`src/rcs_pkg.sv`:
```
// Constants shared by the reset and clock start-up sequencer.
package rcs_pkg;

	// ****************************************************************
	// Timing
	// ****************************************************************
	localparam int CLK_MHZ = 20;
	localparam int OSCD_FAST_RC_NS = 1100;
	localparam int OSCD_LOW_RC_NS = 70000;
	localparam int OSCD_XTAL_NS = 1100;
	localparam int PLL_LOCK_NS = 1500000;
	localparam int OST_PERIODS = 1024;
	localparam int CNT_W = 16;
	localparam logic [15:0] OSCD_FAST_RC_CYC =
		16'(OSCD_FAST_RC_NS * CLK_MHZ / 1000);
	localparam logic [15:0] OSCD_LOW_RC_CYC =
		16'(OSCD_LOW_RC_NS * CLK_MHZ / 1000);
	localparam logic [15:0] OSCD_XTAL_CYC =
		16'(OSCD_XTAL_NS * CLK_MHZ / 1000);
	localparam int PLL_LOCK_CYC = PLL_LOCK_NS * CLK_MHZ / 1000;
	localparam logic [15:0] OST_TICKS = 16'(OST_PERIODS);

	// ****************************************************************
	// Oscillator selection codes
	// ****************************************************************
	localparam logic [2:0] SEL_FAST_RC = 3'h0;
	localparam logic [2:0] SEL_FAST_RC_PLL = 3'h1;
	localparam logic [2:0] SEL_PRI = 3'h2;
	localparam logic [2:0] SEL_PRI_PLL = 3'h3;
	localparam logic [2:0] SEL_SEC = 3'h4;
	localparam logic [2:0] SEL_LOW_RC = 3'h5;
	localparam logic [2:0] SEL_FAST_RC_DIV16 = 3'h6;
	localparam logic [2:0] SEL_FAST_RC_DIVN = 3'h7;
	localparam logic [1:0] PRI_EXT_CLOCK = 2'h0;
	localparam logic [1:0] PRI_CRYSTAL = 2'h1;
	localparam logic [1:0] PRI_FAST_CRYSTAL = 2'h2;

	// ****************************************************************
	// Configuration word fields
	// ****************************************************************
	localparam int CFG_NEW_SEL_LSB = 0;
	localparam int CFG_PRI_MODE_LSB = 3;
	localparam logic [2:0] CFG_RESET_SEL = SEL_FAST_RC;

	// ****************************************************************
	// Register map and fields
	// ****************************************************************
	localparam logic [7:0] ADDR_OSC_CONTROL = 8'h00;
	localparam logic [7:0] ADDR_SEQ_CONTROL = 8'h04;
	localparam logic [7:0] ADDR_SEQ_STATUS = 8'h08;
	localparam int CUR_SEL_LSB = 12;
	localparam int SW_RESET_BIT = 0;
	localparam int STAT_IN_RESET_BIT = 0;
	localparam int STAT_COLD_BIT = 1;
	localparam int STAT_PHASE_LSB = 4;

	typedef enum logic [2:0] {
		ST_HOLD,
		ST_OSCD,
		ST_OST,
		ST_LOCK,
		ST_RUN
	} rcs_state_e;

endpackage

```
`src/rcs_delay_counter.sv`:
```
// Phase counter: counts steps up to a target and flags the last one.
`timescale 1ns/10ps
`default_nettype none
module rcs_delay_counter #(
	parameter int W = 16
) (
	input wire logic hclk, // System clock.
	input wire logic hresetn, // Asynchronous reset, active low.
	input wire logic clear, // Restart the count from zero.
	input wire logic step, // Count one step.
	input wire logic [W-1:0] target, // Steps in this phase.
	output logic done // Last step of the phase is taken now.
);
	logic [W-1:0] count_reg;
	logic [W-1:0] count_next;

	always_comb begin
		if (clear) begin
			count_next = '0;
		end else if (step) begin
			count_next = count_reg + W'(1);
		end else begin
			count_next = count_reg;
		end
	end

	always_ff @(posedge hclk or negedge hresetn) begin
		if (!hresetn) begin
			count_reg <= '0;
		end else begin
			count_reg <= count_next;
		end
	end

	// Done must not look at clear: clear is built from the state that done
	// steers, and reading it here would close a combinational loop.
	assign done = step && (count_reg == target - W'(1));
endmodule
`default_nettype wire

```
`src/rcs_sequencer.sv`:
```
// Reset and clock start-up sequencer with an AHB-Lite register slave.
`timescale 1ns/10ps
`default_nettype none
module rcs_sequencer
	import rcs_pkg::*;
#(
	parameter int LOCK_CYCLES = PLL_LOCK_CYC
) (
	input wire logic hclk, // System clock, 20 MHz.
	input wire logic hresetn, // Asynchronous reset, active low.
	input wire logic hsel, // Slave select.
	input wire logic [31:0] haddr, // Byte address.
	input wire logic [1:0] htrans, // Transfer type.
	input wire logic hwrite, // Write when high.
	input wire logic [2:0] hsize, // Transfer size.
	input wire logic [31:0] hwdata, // Write data.
	input wire logic hready, // Bus ready in.
	output logic hreadyout, // Slave ready.
	output logic hresp, // Response, always OKAY.
	output logic [31:0] hrdata, // Read data.
	input wire logic por_detect, // Power-on detected, pulse.
	input wire logic brown_out_reset, // Brown-out detected, pulse.
	input wire logic warm_reset_req, // Other reset source, pulse.
	input wire logic supply_stable, // Supplies at proper level.
	input wire logic osc_tick, // One pulse per oscillator period.
	input wire logic [15:0] osc_config_word, // Nonvolatile config.
	output logic [2:0] current_osc_select, // Clock source in use.
	output logic sys_reset_n // Internal reset, active low.
);
	// ****************************************************************
	// Bus slave
	// ****************************************************************
	logic [31:0] hrdata_reg;
	logic [31:0] hrdata_next;
	logic wr_pend_reg;
	logic wr_pend_next;
	logic [7:0] wr_addr_reg;
	logic [7:0] wr_addr_next;
	logic sw_reset;
	logic addr_ok;
	rcs_state_e state_reg;
	rcs_state_e state_next;
	logic cold_reg;
	logic cold_next;
	logic [2:0] sel_reg;
	logic [2:0] sel_next;

	assign addr_ok = hsel && hready && htrans[1];
	assign hreadyout = 1'b1;
	assign hresp = 1'b0;
	assign hrdata = hrdata_reg;
	assign sw_reset = wr_pend_reg && (wr_addr_reg == ADDR_SEQ_CONTROL) &&
		hwdata[SW_RESET_BIT];

	always_comb begin
		wr_pend_next = addr_ok && hwrite;
		wr_addr_next = addr_ok ? haddr[7:0] : wr_addr_reg;
		hrdata_next = 32'h0000_0000;
		if (addr_ok && !hwrite) begin
			unique case (haddr[7:0])
				ADDR_OSC_CONTROL:
					hrdata_next[CUR_SEL_LSB +: 3] = sel_reg;
				ADDR_SEQ_STATUS: begin
					hrdata_next[STAT_IN_RESET_BIT] = !sys_reset_n;
					hrdata_next[STAT_COLD_BIT] = cold_reg;
					hrdata_next[STAT_PHASE_LSB +: 3] = state_reg;
				end
				default: hrdata_next = 32'h0000_0000;
			endcase
		end
	end

	always_ff @(posedge hclk or negedge hresetn) begin
		if (!hresetn) begin
			hrdata_reg <= 32'h0000_0000;
			wr_pend_reg <= 1'b0;
			wr_addr_reg <= 8'h00;
		end else begin
			hrdata_reg <= hrdata_next;
			wr_pend_reg <= wr_pend_next;
			wr_addr_reg <= wr_addr_next;
		end
	end

	// ****************************************************************
	// Mode decode
	// ****************************************************************
	logic cold_evt;
	logic rst_evt;
	logic [1:0] pri_mode;
	logic is_fast_rc;
	logic is_xtal;
	logic is_ext;
	logic use_pll;
	logic has_oscd;
	logic has_ost;
	logic [15:0] oscd_cyc;
	logic [15:0] target;
	logic step;
	logic clear;
	logic done;

	assign cold_evt = por_detect || brown_out_reset;
	assign rst_evt = cold_evt || warm_reset_req || sw_reset;
	assign pri_mode = osc_config_word[CFG_PRI_MODE_LSB +: 2];
	assign is_fast_rc = (sel_reg == SEL_FAST_RC) ||
		(sel_reg == SEL_FAST_RC_PLL) ||
		(sel_reg == SEL_FAST_RC_DIV16) ||
		(sel_reg == SEL_FAST_RC_DIVN);
	assign is_ext = ((sel_reg == SEL_PRI) || (sel_reg == SEL_PRI_PLL)) &&
		(pri_mode == PRI_EXT_CLOCK);
	assign is_xtal = (((sel_reg == SEL_PRI) || (sel_reg == SEL_PRI_PLL)) &&
		!is_ext) || (sel_reg == SEL_SEC);
	assign use_pll = (sel_reg == SEL_FAST_RC_PLL) ||
		(sel_reg == SEL_PRI_PLL);
	assign has_oscd = !is_ext;
	assign has_ost = is_xtal;
	assign oscd_cyc = is_fast_rc ? OSCD_FAST_RC_CYC :
		(sel_reg == SEL_LOW_RC) ? OSCD_LOW_RC_CYC :
		OSCD_XTAL_CYC;

	// ****************************************************************
	// Start-up sequence
	// ****************************************************************
	always_comb begin
		state_next = state_reg;
		cold_next = cold_reg;
		sel_next = sel_reg;
		if (rst_evt) begin
			state_next = ST_HOLD;
			cold_next = cold_evt;
			if (cold_evt) begin
				sel_next = osc_config_word[CFG_NEW_SEL_LSB +: 3];
			end
			// A warm event leaves sel_reg untouched.
		end else begin
			unique case (state_reg)
				ST_HOLD: begin
					if (supply_stable) begin
						state_next = has_oscd ? ST_OSCD : has_ost ? ST_OST :
							use_pll ? ST_LOCK : ST_RUN;
					end
				end
				ST_OSCD: begin
					if (done) begin
						state_next = has_ost ? ST_OST :
							use_pll ? ST_LOCK : ST_RUN;
					end
				end
				ST_OST: begin
					if (done) begin
						state_next = use_pll ? ST_LOCK : ST_RUN;
					end
				end
				ST_LOCK: begin
					if (done) begin
						state_next = ST_RUN;
					end
				end
				ST_RUN: state_next = ST_RUN;
			endcase
		end
	end

	always_ff @(posedge hclk or negedge hresetn) begin
		if (!hresetn) begin
			state_reg <= ST_HOLD;
			cold_reg <= 1'b1;
			sel_reg <= CFG_RESET_SEL;
		end else begin
			state_reg <= state_next;
			cold_reg <= cold_next;
			sel_reg <= sel_next;
		end
	end

	// The timer phase counts oscillator periods, the others clock cycles.
	assign step = (state_reg == ST_OST) ? osc_tick :
		(state_reg == ST_OSCD) || (state_reg == ST_LOCK);
	assign clear = rst_evt || (state_next != state_reg);
	assign target = (state_reg == ST_OST) ? OST_TICKS :
		(state_reg == ST_LOCK) ? 16'(LOCK_CYCLES) : oscd_cyc;

	rcs_delay_counter #(
		.W(CNT_W)
	) u_phase_cnt (
		.hclk(hclk),
		.hresetn(hresetn),
		.clear(clear),
		.step(step),
		.target(target),
		.done(done)
	);

	assign sys_reset_n = (state_reg == ST_RUN);
	assign current_osc_select = sel_reg;

	// ****************************************************************
	// Checks
	// ****************************************************************
	logic [15:0] ticks_reg;
	logic [15:0] cyc_reg;

	always_ff @(posedge hclk or negedge hresetn) begin
		if (!hresetn) begin
			ticks_reg <= 16'h0000;
			cyc_reg <= 16'h0000;
		end else begin
			ticks_reg <= clear ? 16'h0000 : ticks_reg + 16'(step);
			cyc_reg <= clear ? 16'h0000 : cyc_reg + 16'h0001;
		end
	end
endmodule
`default_nettype wire

```
`config.mk`:
```
export PLATFORM = sky130hd
export DESIGN_NAME = rcs_sequencer
export DESIGN_NICKNAME = d
export VERILOG_FILES = /design/src/rcs_pkg.sv /design/src/rcs_delay_counter.sv /design/src/rcs_sequencer.sv
export SDC_FILE = /design/constraint.sdc
export NUM_CORES = 1
export LEC_CHECK = 0
export BUFFER_PORTS_ARGS = -buffer_cell sky130_fd_sc_hd__buf_2
export CAP_MARGIN = 15
export CELL_PAD_IN_SITES_DETAIL_PLACEMENT = 0
export CELL_PAD_IN_SITES_GLOBAL_PLACEMENT = 1
export CORE_AREA = 5 5 105 107
export CTS_CLUSTER_DIAMETER = 120
export DETAILED_ROUTE_END_ITERATION = 8
export DIE_AREA = 0 0 110 112
export PLACE_DENSITY = 0.69
export SLEW_MARGIN = 25
export SYNTH_ARGS = -nofsm -noshare
export SYNTH_HDL_FRONTEND = slang
export SYNTH_HIERARCHICAL = 1
export SYNTH_SLANG_ARGS = --single-unit
```
`constraint.sdc`:
```
create_clock -name hclk -period 15.5 [get_ports hclk]
set_input_delay 0 -clock hclk [delete_from_list [all_inputs] [get_ports hclk]]
set_output_delay 0 -clock hclk [all_outputs]
set_load 0.01 [all_outputs]
```
Yosys cells after proc, flatten, opt, wreduce, memory -nomap -nowiden
Cells that the tools add are included.
{"block": "classes", "n_mux": 20, "reduce_logical": 29, "n_addsub": 2, "n_eq_ne": 15}
{"cell": "15-bit two-way mux", "n": 3}
{"cell": "16-bit two-way mux", "n": 2}
{"cell": "3-bit two-way mux", "n": 10}
{"cell": "11-bit two-way mux", "n": 2}
{"cell": "16-bit by 1-bit adder with 16-bit output, second input constant", "n": 1}
{"cell": "16-bit == test", "n": 1}
{"cell": "15-bit by 1-bit subtractor with 16-bit output, second input constant", "n": 1}
{"cell": "3-bit == test, second input constant", "n": 5}
{"cell": "3-bit case mux with 5 select lines", "n": 1}
{"cell": "3-bit by 2-bit == test with 1-bit output, second input constant", "n": 4}
{"cell": "1-bit logical OR", "n": 11}
{"cell": "1-bit logical AND", "n": 9}
{"cell": "8-bit by 3-bit == test with 1-bit output, second input constant", "n": 1}
{"cell": "8-bit by 4-bit == test with 1-bit output, second input constant", "n": 1}
{"cell": "8-bit logical NOT", "n": 1}
{"cell": "3-bit by 1-bit == test with 1-bit output, second input constant", "n": 2}
{"cell": "3-bit logical NOT", "n": 2}
{"cell": "1-bit logical NOT", "n": 3}
{"cell": "3-bit inequality test", "n": 1}
{"cell": "2-bit logical NOT", "n": 1}
{"cell": "2-bit two-way mux", "n": 1}
{"cell": "2-bit AND reduction", "n": 1}
{"cell": "2-bit nonzero test", "n": 1}
{"cell": "1-bit two-way mux", "n": 1}
{"block": "word_totals", "output_inout_bits": 38, "wordCells": 73, "ff_bits": 47}

Logic depth before layout (Yosys ltp)
Gate-level depths: netlist of run 1.
{"block": "logic_depth", "word_depth": 16, "depth_mapped": 24, "mapped_depth_nobuf": 21}

Hierarchy
The synthesis of run 1 kept the hierarchy.
{"mod": "rcs_sequencer", "area_each_um2": 1567.8, "n_inst": 1, "cells_per_inst": 158}
{"mod": "rcs_delay_counter", "area_each_um2": 1347.5, "n_inst": 1, "cells_per_inst": 162}

Worst setup path before layout of run 1
No wires, ideal clock.
{"block": "synth_path", "kind": "register to register", "startpoint": "register sel_reg[2], in the netlist current_osc_select[2]", "endpoint": "register u_phase_cnt.count_reg[15]", "setup_time_ns": 0.128, "t_required_ns": 15.372, "setup_slack_ns": 10.358, "n_path_buf": 3, "path_stages_with_launch": 24, "arrival_time_ns": 5.013, "path_cell_list": "dfrtp_1 -> buf_2 -> nand2_1 -> a2bb2oi_1 -> a21oi_1 -> clkbuf_1 -> nor3_1 -> nand4_1 -> or3b_1 -> a211oi_1 -> nor3_1 -> nor4b_2 -> nand2b_1 -> o32ai_2 -> a22oi_1 -> or3_1 -> nand4_1 -> clkbuf_1 -> o21a_1 -> nand4_1 -> nor3_1 -> nand3_1 -> xor2_1 -> nor2_1"}
{"block": "synth_between", "elab_chain_len": 16}
{"element": "from (decl)", "line_no": "rcs_sequencer.sv:45", "rtl": "logic [2:0] sel_reg;"}
{"element": "from (signal assigned)", "line_no": "rcs_sequencer.sv:173", "rtl": "sel_reg <= sel_next;"}
{"element": "3-bit by 1-bit == test with 1-bit output / 3-bit logical NOT (equally long branches)", "line_no": "rcs_sequencer.sv:107, rcs_sequencer.sv:106"}
{"element": "1-bit logical OR", "line_no": "rcs_sequencer.sv:106", "rtl": "assign is_fast_rc = (sel_reg == SEL_FAST_RC) ||"}
{"element": "1-bit logical OR", "line_no": "rcs_sequencer.sv:107", "rtl": "(sel_reg == SEL_FAST_RC_PLL) ||"}
{"element": "1-bit logical OR", "line_no": "rcs_sequencer.sv:108", "rtl": "(sel_reg == SEL_FAST_RC_DIV16) ||"}
{"element": "11-bit two-way mux (*)", "line_no": "rcs_sequencer.sv:118", "rtl": "assign oscd_cyc = is_fast_rc ? OSCD_FAST_RC_CYC :"}
{"element": "15-bit two-way mux (*)", "line_no": "rcs_sequencer.sv:182", "rtl": "(state_reg == ST_LOCK) ? 16'(LOCK_CYCLES) : oscd_cyc;"}
{"element": "15-bit two-way mux (*)", "line_no": "rcs_sequencer.sv:181", "rtl": "assign target = (state_reg == ST_OST) ? OST_TICKS :"}
{"element": "named net target[1]", "line_no": "rcs_sequencer.sv:98", "rtl": "logic [15:0] target;"}
{"element": "[... 3 more ...]"}
{"element": "named net done", "line_no": "rcs_sequencer.sv:101", "rtl": "logic done;"}
{"element": "3-bit two-way mux, on equally long branches", "line_no": "rcs_sequencer.sv:156, rcs_sequencer.sv:145, rcs_sequencer.sv:151"}
{"element": "3-bit case mux with 5 select lines (*)", "line_no": "rcs_sequencer.sv:137", "rtl": "unique case (state_reg)"}
{"element": "3-bit two-way mux (*)", "line_no": "rcs_sequencer.sv:129", "rtl": "if (rst_evt) begin"}
{"element": "3-bit inequality test (*)", "line_no": "rcs_sequencer.sv:180", "rtl": "assign clear = rst_evt || (state_next != state_reg);"}
{"element": "1-bit logical OR (*)", "line_no": "rcs_sequencer.sv:180"}
{"element": "named net clear", "line_no": "rcs_sequencer.sv:100", "rtl": "logic clear;"}
{"element": "16-bit two-way mux / 2-bit nonzero test (equally long branches)"}
{"element": "to (signal assigned)", "line_no": "rcs_delay_counter.sv:31", "rtl": "count_reg <= count_next;"}
{"element": "to (decl)", "line_no": "rcs_delay_counter.sv:14", "rtl": "logic [W-1:0] count_reg;"}
Mark *: on every way through the listed nets, which the timed path passes. The rest lies on a longest branch.
A chain may end at the register's enable or synchronous reset.

Worst setup path after layout of run 1
{"block": "layout_path", "startpoint": "register state_reg[2]", "endpoint": "register u_phase_cnt.count_reg[13]"}
{"block": "layout_between", "elab_chain_len": 12}
{"element": "from (decl)", "line_no": "rcs_sequencer.sv:41", "rtl": "rcs_state_e state_reg;"}
{"element": "from (signal assigned)", "line_no": "rcs_sequencer.sv:171", "rtl": "state_reg <= state_next;"}
{"element": "3-bit by 2-bit == test with 1-bit output", "line_no": "rcs_sequencer.sv:182"}
{"element": "15-bit two-way mux", "line_no": "rcs_sequencer.sv:182"}
{"element": "15-bit two-way mux (*)", "line_no": "rcs_sequencer.sv:181"}
{"element": "named net target[1]", "line_no": "rcs_sequencer.sv:98"}
{"element": "15-bit by 1-bit subtractor with 16-bit output (*)", "line_no": "rcs_delay_counter.sv:37", "rtl": "assign done = step && (count_reg == target - W'(1));"}
{"element": "16-bit == test (*)", "line_no": "rcs_delay_counter.sv:37"}
{"element": "1-bit logical AND (*)", "line_no": "rcs_delay_counter.sv:37"}
{"element": "named net done", "line_no": "rcs_sequencer.sv:101"}
{"element": "3-bit two-way mux, on equally long branches", "line_no": "rcs_sequencer.sv:156, rcs_sequencer.sv:145, rcs_sequencer.sv:151"}
{"element": "3-bit case mux with 5 select lines (*)", "line_no": "rcs_sequencer.sv:137"}
{"element": "3-bit two-way mux (*)", "line_no": "rcs_sequencer.sv:129"}
{"element": "3-bit inequality test (*)", "line_no": "rcs_sequencer.sv:180"}
{"element": "1-bit logical OR (*)", "line_no": "rcs_sequencer.sv:180"}
{"element": "named net clear", "line_no": "rcs_sequencer.sv:100"}
{"element": "16-bit two-way mux / 2-bit nonzero test (equally long branches)"}
Marked as above.

==> metrics.md, run 1 <==
| Metric | Value |
|---|---|
| Count of vias placed by the detailed router | 2353 |
| Violation count after the first detailed-route iteration | 84 |
| Capture instance of the worst register-to-register path | u_phase_cnt/count_reg[13]$_DFFE_PN0P_ |
| Crit path launch type | flop |
| Antenna diode count | 0 |
| Max Fanout on Critical Path | 17 |
| Bufs and invs on worst path | 2 |
| Synthesized-area fraction occupied by ao, oa, aoi and oai cells | 0.124 |
| Arrival time worst endpoint | 6.48 ns |
| Total setup violations reported at the end of the flow | 0 |
| Post_cts resized | 0 |
| Result of the run | completed |
| Syn. warnings | 6 |
| Filler cell count | 1068 |
| Post-layout nets | between 400 and 500 |
| Instance count on the critical path | 21 |
| Core region area | approximately 0.010 mm^2 |
| Worst setup path endpoint | u_phase_cnt/count_reg[13]$_DFFE_PN0P_ |
| Routed wire length | between 6 and 7 mm |
| Count of input and output buffers | 36 |
| Aggregate global routing overflow | 0 |
| Number of different library cells in the post-synthesis netlist | 62 |
| Global-route wire length before repair | ~11 mm |
| Sum Neg Setup Slack | 0 ns |
| Library cell occupying the most area in the post-synthesis netlist | sky130_fd_sc_hd__dfrtp_1 |
| H-Tree Level Count | 2 |
| DRC violations left | 0 |
| Die outline height | about 110 um |
| Worst Path Class, Setup | flop to flop |
| Largest cells by area after synthesis | sky130_fd_sc_hd__dfrtp_1, sky130_fd_sc_hd__buf_4, sky130_fd_sc_hd__xnor2_1 |
| Launching point of the worst reg2reg path | state_reg[2]$_DFF_PN0_ |
| Via density per instance | between 4 and 5 |
| Post-Synth XOR/XNOR Area | 0.105 |
| Max rail drop VDD | roughly 0.07 mV |
| Highest cell delay on the worst timing path | about 0.64 ns |
| TritonCTS Sinks | 40 |
| Row count | 37 |
| RD Place Congestion | around 0.80 |
| Power per cell area | slightly below 70 mW/mm^2 |
| Final cell area excluding filler cells | between 0.003 and 0.004 mm^2 |
| Static power due to leakage | approximately 1.5 nW |
| TritonRoute pass-1 iters | 4 |
| Area growth syn-to-layout | 17.3% |
| Die outline area | around 0.012 mm^2 |
| Source-to-sink clock delay at the later pin of the worst-skew pair | between 0.2 and 0.3 ns |
| TritonCTS clock tree | done |
| Number of flip-flops under the largest register name | 16 |
| Reg2Reg Depth | 21 |
| Standard cell with the maximum stage delay on the critical path | sky130_fd_sc_hd__dfrtp_1 |
| Transition time at the pin with the least slew margin | between 0.9 and 1 ns |
| Area share of the leading cell type in the synthesized netlist | 0.335 |
| Fraction of the mapped netlist area in simple logic gates | 0.248 |
| Count of pins on the block boundary | about 130 |
| Flip-flop and latch count after synthesis | 40 |
| Kind of path behind the tightest hold check | primary input to flop |
| Proportion of synthesized area in mux cells | 0.0597 |
| Post-detailed-route wirelength per cell | between 10 and 15 um |
| Max Cap Violations | 0 |
| Asr flop ratio synth | 1.00 |
| Reg2reg setup slack | ~9 ns |
| Pin count of the biggest net entering global routing | 41 |
| Cell type group with the largest total delay on the critical path | simple AND/OR/NAND/NOR gates |
| Fraction of the core area covered by cells at the end of the flow | 0.340 |
| Maximum root-to-sink buffer count | 2 |
| Antenna violations before repair | 0 |
| Leading cell types by count after synthesis | sky130_fd_sc_hd__dfrtp_1, sky130_fd_sc_hd__nor2_1, sky130_fd_sc_hd__buf_4 |
| CTS Root Cell | sky130_fd_sc_hd__clkbuf_8 |
| Fin. Hold Viols | 0 |
| Placement Cell Area | between 0.003 and 0.004 mm^2 |
| Post-Synthesis Cells | 320 |
| Antenna Violating Nets Remaining | 0 |
| Arithmetic-cell share of the synthesized area counting full adders, half adders and majority gates | 0.0124 |
| Part of the cycle the worst path needs | 0.408 |
| Setup skew after layout | ~0.0068 ns |
| Total power consumption of the routed design | between 0.0002 and 0.00025 W |
| Initial cell density of the core | 0.290 |
| Clock transition at the registers of the reported paths | around 0.080 ns |
| Critical Path Most Common Cell | sky130_fd_sc_hd__nand4_1 |
| Worst path required time | about 16 ns |
| Worst setup EP type | flop |
| Final min period | 6.33 ns |
| Worst slew margin relative to its limit | 0.388 |
| Highest clock rate | 158 MHz |
| Count leader, synth | sky130_fd_sc_hd__dfrtp_1 |
| Tot GR Track Use | 0.105 |
| Number of clock buffers inserted by TritonCTS | 5 |
| RSZ-0062 raised after global routing | false |
| Startpoint of the most critical setup path | state_reg[2]$_DFF_PN0_ |
| Seq/Total Area, Yosys | 0.344 |
| Main synth FF type | sky130_fd_sc_hd__dfrtp_1 |
| Half-perimeter wire length of the detailed placement result | roughly 4.7 mm |
| Via count of the first global-routing pass | 2368 |
| Number of synthesized flops with an enable pin | 0 |
| Dominant combinational cell family by area after synthesis | simple AND/OR/NAND/NOR gates |
| Chip width | around 110 um |
| Share of post-route cells with drive strength above 1 | 0.186 |
| Count of final max-slew check failures | 0 |
| Cell-by-cell trace of the critical path | inv_1 > a2bb2oi_1 > buf_4 > a21oi_1 > nor4_4 > nand4_1 > or3b_1 > a211oi_1 > nor3_1 > nor4b_2 > nand2b_1 > o32ai_2 > a22oi_1 > or3_1 > nand4_1 > o21a_1 > nand4_1 > nor3_1 > nand3_1 > xor2_1 > nor2_1 |
| Netlist area before placement | 0.00292 mm^2 |
| Avg Inst Size Synth | 9.11 um^2 |
## placed cells by master, fill, tap and decap left out, drive strengths merged, types with 2 or more instances in the layout
| cell type | n |
|---|---|
| conb | 43 |
| dfrtp | 39 |
| buf | 39 |
| nor2 | 31 |
| nand2 | 19 |
| xnor2 | 19 |
| xor2 | 16 |
| dlygate4sd3 | 13 |
| a21oi | 11 |
| nor3 | 11 |
| mux2 | 11 |
| nand3 | 11 |
| inv | 10 |
| nor4 | 9 |
| o21ai | 9 |
| nand4 | 8 |
| and3 | 7 |
| nor2b | 6 |
| clkbuf | 5 |
| mux2i | 5 |
| a31oi | 5 |
| or3 | 5 |
| and2 | 5 |
| nor4b | 4 |
| o211ai | 3 |
| a2bb2oi | 2 |
| o21a | 2 |
| nand2b | 2 |
| o311a | 2 |
| a211o | 2 |
| or3b | 2 |
| ha | 2 |
## routing by layer
layer	track usage	up-vias	part of all wire
met5	0	-	0
met4	0.0224	0	0.0099
met3	0.0249	10	0.051
met2	0.172	66	0.48
met1	0.141	1100	0.46
li1	-	1177	-
## power by group
| part | total (W) | internal [W] | leakage (nW) | switching (W) |
|---|---|---|---|---|
| combinational | 0.0000367 | 0.0000165 | 0.875 | 0.0000203 |
| clock | 0.0000848 | 0.0000476 | 0.0541 | 0.0000371 |
| sequential | 0.000115 | 0.000109 | 0.531 | 0.00000534 |
## worst min-delay path: stages
cell and delay, ns:
sky130_fd_sc_hd__buf_2 0.09, sky130_fd_sc_hd__nor2_1 0.11, sky130_fd_sc_hd__nand2_1 0.08
## cell families after synthesis
logic type / Yosys count
and+or+nand+nor: 126
buffers and inverters: 50
AOI/OAI and AO/OA: 48
DFF: 40
xor gates and xnor gates: 35
muxes: 16
adders and majority gates: 3
other: 2
## final cells by class
class | instances | area (um^2) | share of cell area
Clock buffer | 5 | 68.8 | 0.0201
Clock inverter | 3 | 42.5 | 0.0124
Inverter | 10 | 37.5 | 0.0110
Multi-Input combinational cell | 271 | 1760 | 0.516
Sequential cell | 40 | 1000 | 0.293
Tap cell | 136 | 170 | 0.0498
Timing Repair Buffer | 52 | 335 | 0.0981
## repair_timing
action	4_1_cts	5_1_grt
hold buffers	13	0
buffers inserted	0	0
hold endpoints to repair	51	0
## metrics by stage
step | worst slack [ns] | hold WS (ns) | std cells
floorplan | 10.36 | -0.296 | 361
global placement | 9.10 | 0.183 | 496
detailed placement | 9.16 | 0.188 | 496
CTS | 9.14 | 0.00586 | 517
global route | 8.51 | 0.0182 | 517
finish | 9.17 | 0.0177 | 517
## how the worst min path moves through the flow
stage	start	end	slack [ns]	cells past startpoint
finish	brown_out_reset	cold_reg$_DFFE_PN1P_	0.02	3
global route	brown_out_reset	cold_reg$_DFFE_PN1P_	0.02	3
CTS	brown_out_reset	cold_reg$_DFFE_PN1P_	0.006	3
detailed placement	hresetn	wr_addr_reg[4]$_DFFE_PN0P_	0.19	1
global placement	hresetn	wr_addr_reg[4]$_DFFE_PN0P_	0.18	1
floorplan	hresetn	current_osc_select[0]$_DFFE_PN0P_	-0.30	0
Note: power is estimated with default switching activity, not from simulation.
==> inputs of run 2 (changes only) <==
Clock period 15.5 ns to 6.3 ns, I/O delays scaled along.
==> metrics.md, run 2 (same netlist as run 1, synthesis figures left out) <==
| Metric | Value |
|---|---|
| Initial cell density of the core | 0.290 |
| Share of post-route cells with drive strength above 1 | 0.199 |
| Net switching fraction of the power | 0.288 |
| Switching power | 0.000157 W |
| Max Cap Violations | 0 |
| Count of vias placed by the detailed router | ~2400 |
| Maximum root-to-sink buffer count | 2 |
| Power per cell area | 159 mW/mm^2 |
| Violation count after the first detailed-route iteration | 73 |
| Max Fanout on Critical Path | 16 |
| Source-to-sink clock delay at the later pin of the worst-skew pair | roughly 0.29 ns |
| Transition time at the pin with the least slew margin | approximately 0.7 ns |
| Fraction of power consumed by sequential logic | 0.512 |
| Tot GR Track Use | 0.107 |
| Antenna diode count | 0 |
| Post-detailed-route wirelength per cell | 12.5 um |
| Antenna Violating Nets Remaining | 0 |
| Core region area | ~0.01 mm^2 |
| Layout Cells excl Fill | 523 |
| Setup skew after layout | about 0.0066 ns |
| TritonRoute pass-1 iters | 4 |
| Die outline height | between 100 and 150 um |
| Arrival time worst endpoint | between 5 and 6 ns |
| TritonCTS clock tree | done |
| Crit path launch type | flop |
| Combinational power share | 0.174 |
| Start point of the worst min-delay path | por_detect |
| Total setup violations reported at the end of the flow | 0 |
| Clock transition at the registers of the reported paths | approximately 0.08 ns |
| CTS Root Cell | sky130_fd_sc_hd__clkbuf_8 |
| Cell-internal power | 0.000389 W |
| Static power due to leakage | between 1 and 1.5 nW |
| Area growth syn-to-layout | 17.9% |
| Count of final max-slew check failures | 0 |
| Count of pins on the block boundary | approximately 130 |
| Row count | 37 |
| Reg2reg setup slack | around 0.95 ns |
| DRC violations left | 0 |
| Count of input and output buffers | 36 |
| Worst setup EP type | flop |
| Pin count of the biggest net entering global routing | 41 |
| Worst Path Class, Setup | flop to flop |
| Final min period | ~5.3 ns |
| Most frequent standard cell in the layout excluding fill and tap cells | sky130_fd_sc_hd__conb_1 |
| Capture instance of the worst register-to-register path | u_phase_cnt/count_reg[13]$_DFFE_PN0P_ |
| Result of the run | completed |
| Half-perimeter wire length of the detailed placement result | ~5 mm |
| Highest clock rate | ~190 MHz |
| Part of the power in the clock network | 0.314 |
| Aggregate global routing overflow | 0 |
| Max rail drop VDD | about 0.10 mV |
| Part of the cycle the worst path needs | 0.849 |
| Kind of path behind the tightest hold check | primary input to flop |
| Post_cts resized | 0 |
| Fin. Hold Viols | 0 |
| Commonest non-fill, non-tap cells in the layout | sky130_fd_sc_hd__conb_1, sky130_fd_sc_hd__dfrtp_1, sky130_fd_sc_hd__buf_2, sky130_fd_sc_hd__nor2_1 |
| Via density per instance | between 4 and 5 |
| RSZ-0062 raised after global routing | false |
| RD Place Congestion | between 0.8 and 0.9 |
| Sum Neg Setup Slack | 0 ns |
| Antenna violations before repair | 0 |
| TritonCTS Sinks | 40 |
| Chip width | approximately 110 um |
| Post-placement cell count | 503 |
| Number of flip-flops under the largest register name | 16 |
| Routed wire length | 6.52 mm |
| Reg2Reg Depth | 19 |
| Final hold slack | between 0.01 and 0.015 ns |
| H-Tree Level Count | 2 |
| Worst slew margin relative to its limit | 0.532 |
| Via count of the first global-routing pass | around 2300 |
| Global-route wire length before repair | between 10 and 15 mm |
| Worst path required time | 6.48 ns |
| Worst hold path depth | 3 |
| Post-layout nets | 483 |
| Launching point of the worst reg2reg path | state_reg[1]$_DFF_PN0_ |
| Die outline area | between 0.01 and 0.015 mm^2 |
| Endpoint of the worst hold path | cold_reg$_DFFE_PN1P_ |
| Number of clock buffers inserted by TritonCTS | 5 |
run 2: worst max-delay path by stage:
stage                                                        to                               from  slack, ns
final                     u_phase_cnt/count_reg[13]$_DFFE_PN0P_             state_reg[1]$_DFF_PN0_       0.95
after global routing      u_phase_cnt/count_reg[15]$_DFFE_PN0P_             state_reg[1]$_DFF_PN0_       0.40
after CTS                 u_phase_cnt/count_reg[15]$_DFFE_PN0P_             state_reg[1]$_DFF_PN0_       0.88
after detailed placement  u_phase_cnt/count_reg[15]$_DFFE_PN0P_             state_reg[1]$_DFF_PN0_       0.94
after global placement    u_phase_cnt/count_reg[15]$_DFFE_PN0P_             state_reg[1]$_DFF_PN0_       0.95
after floorplan           u_phase_cnt/count_reg[15]$_DFFE_PN0P_  current_osc_select[2]$_DFFE_PN0P_       1.16
run 2: worst max-delay path, cell delays in order, from the launching register on:
cell                       delay [ns]
sky130_fd_sc_hd__dfrtp_1         0.70
sky130_fd_sc_hd__nor2b_1         0.37
sky130_fd_sc_hd__nor3_1          0.20
sky130_fd_sc_hd__nor4_4          0.52
sky130_fd_sc_hd__nand4_1         0.24
sky130_fd_sc_hd__or3b_1          0.41
sky130_fd_sc_hd__a211oi_1        0.24
sky130_fd_sc_hd__nor3_1          0.09
sky130_fd_sc_hd__nor4b_2         0.44
sky130_fd_sc_hd__nand2b_1        0.19
sky130_fd_sc_hd__o32ai_2         0.15
sky130_fd_sc_hd__a22oi_1         0.15
sky130_fd_sc_hd__or3_1           0.35
sky130_fd_sc_hd__nand4_1         0.14
sky130_fd_sc_hd__o21a_1          0.16
sky130_fd_sc_hd__nand4_1         0.14
sky130_fd_sc_hd__nor3_1          0.39
sky130_fd_sc_hd__nand3_1         0.15
sky130_fd_sc_hd__xor2_1          0.15
sky130_fd_sc_hd__nor2_1          0.06
run 2: repair_timing:
action / in CTS / in global routing
setup buffers: 0 / 0
hold endpoints to repair: 50 / 0
hold buffers: 12 / 0
run 2: metal layers:
metal | up-vias | share of wire | GRT usage
met5 | - | 0 | 0
met3 | 8 | 0.053 | 0.0220
li1 | 1197 | - | -
met4 | 0 | 0.0097 | 0.0233
met2 | 63 | 0.48 | 0.174
met1 | 1104 | 0.46 | 0.145
run 2: per-stage QoR:
step	instance area, um^2	worst slack [ns]	utilization	total power, W
global placement	3230	0.952	0.321	0.000373
finish	3440	0.952	0.342	0.000546
CTS	3430	0.882	0.342	0.000554
global route	3440	0.399	0.342	0.000576
floorplan	3070	1.16	-	0.000356
detailed placement	3230	0.935	0.321	0.000374
run 2: cell type report:
type                            instances  area, um^2
Fill cell                            1034        6610
Multi-Input combinational cell        271        1760
Sequential cell                        40        1000
Timing Repair Buffer                   58         378
Tap cell                              136         170
Clock buffer                            6        72.6
Inverter                               10        37.5
Clock inverter                          2        12.5
run 2: power groups by stage:
stage / clock, W / combinational, W / sequential, W
detailed placement: 0 / 0.0000895 / 0.000284
finish: 0.000171 / 0.0000952 / 0.000279
global placement: 0 / 0.0000884 / 0.000284
global route: 0.000189 / 0.000107 / 0.000281
CTS: 0.000180 / 0.0000953 / 0.000279
floorplan: 0 / 0.0000749 / 0.000281
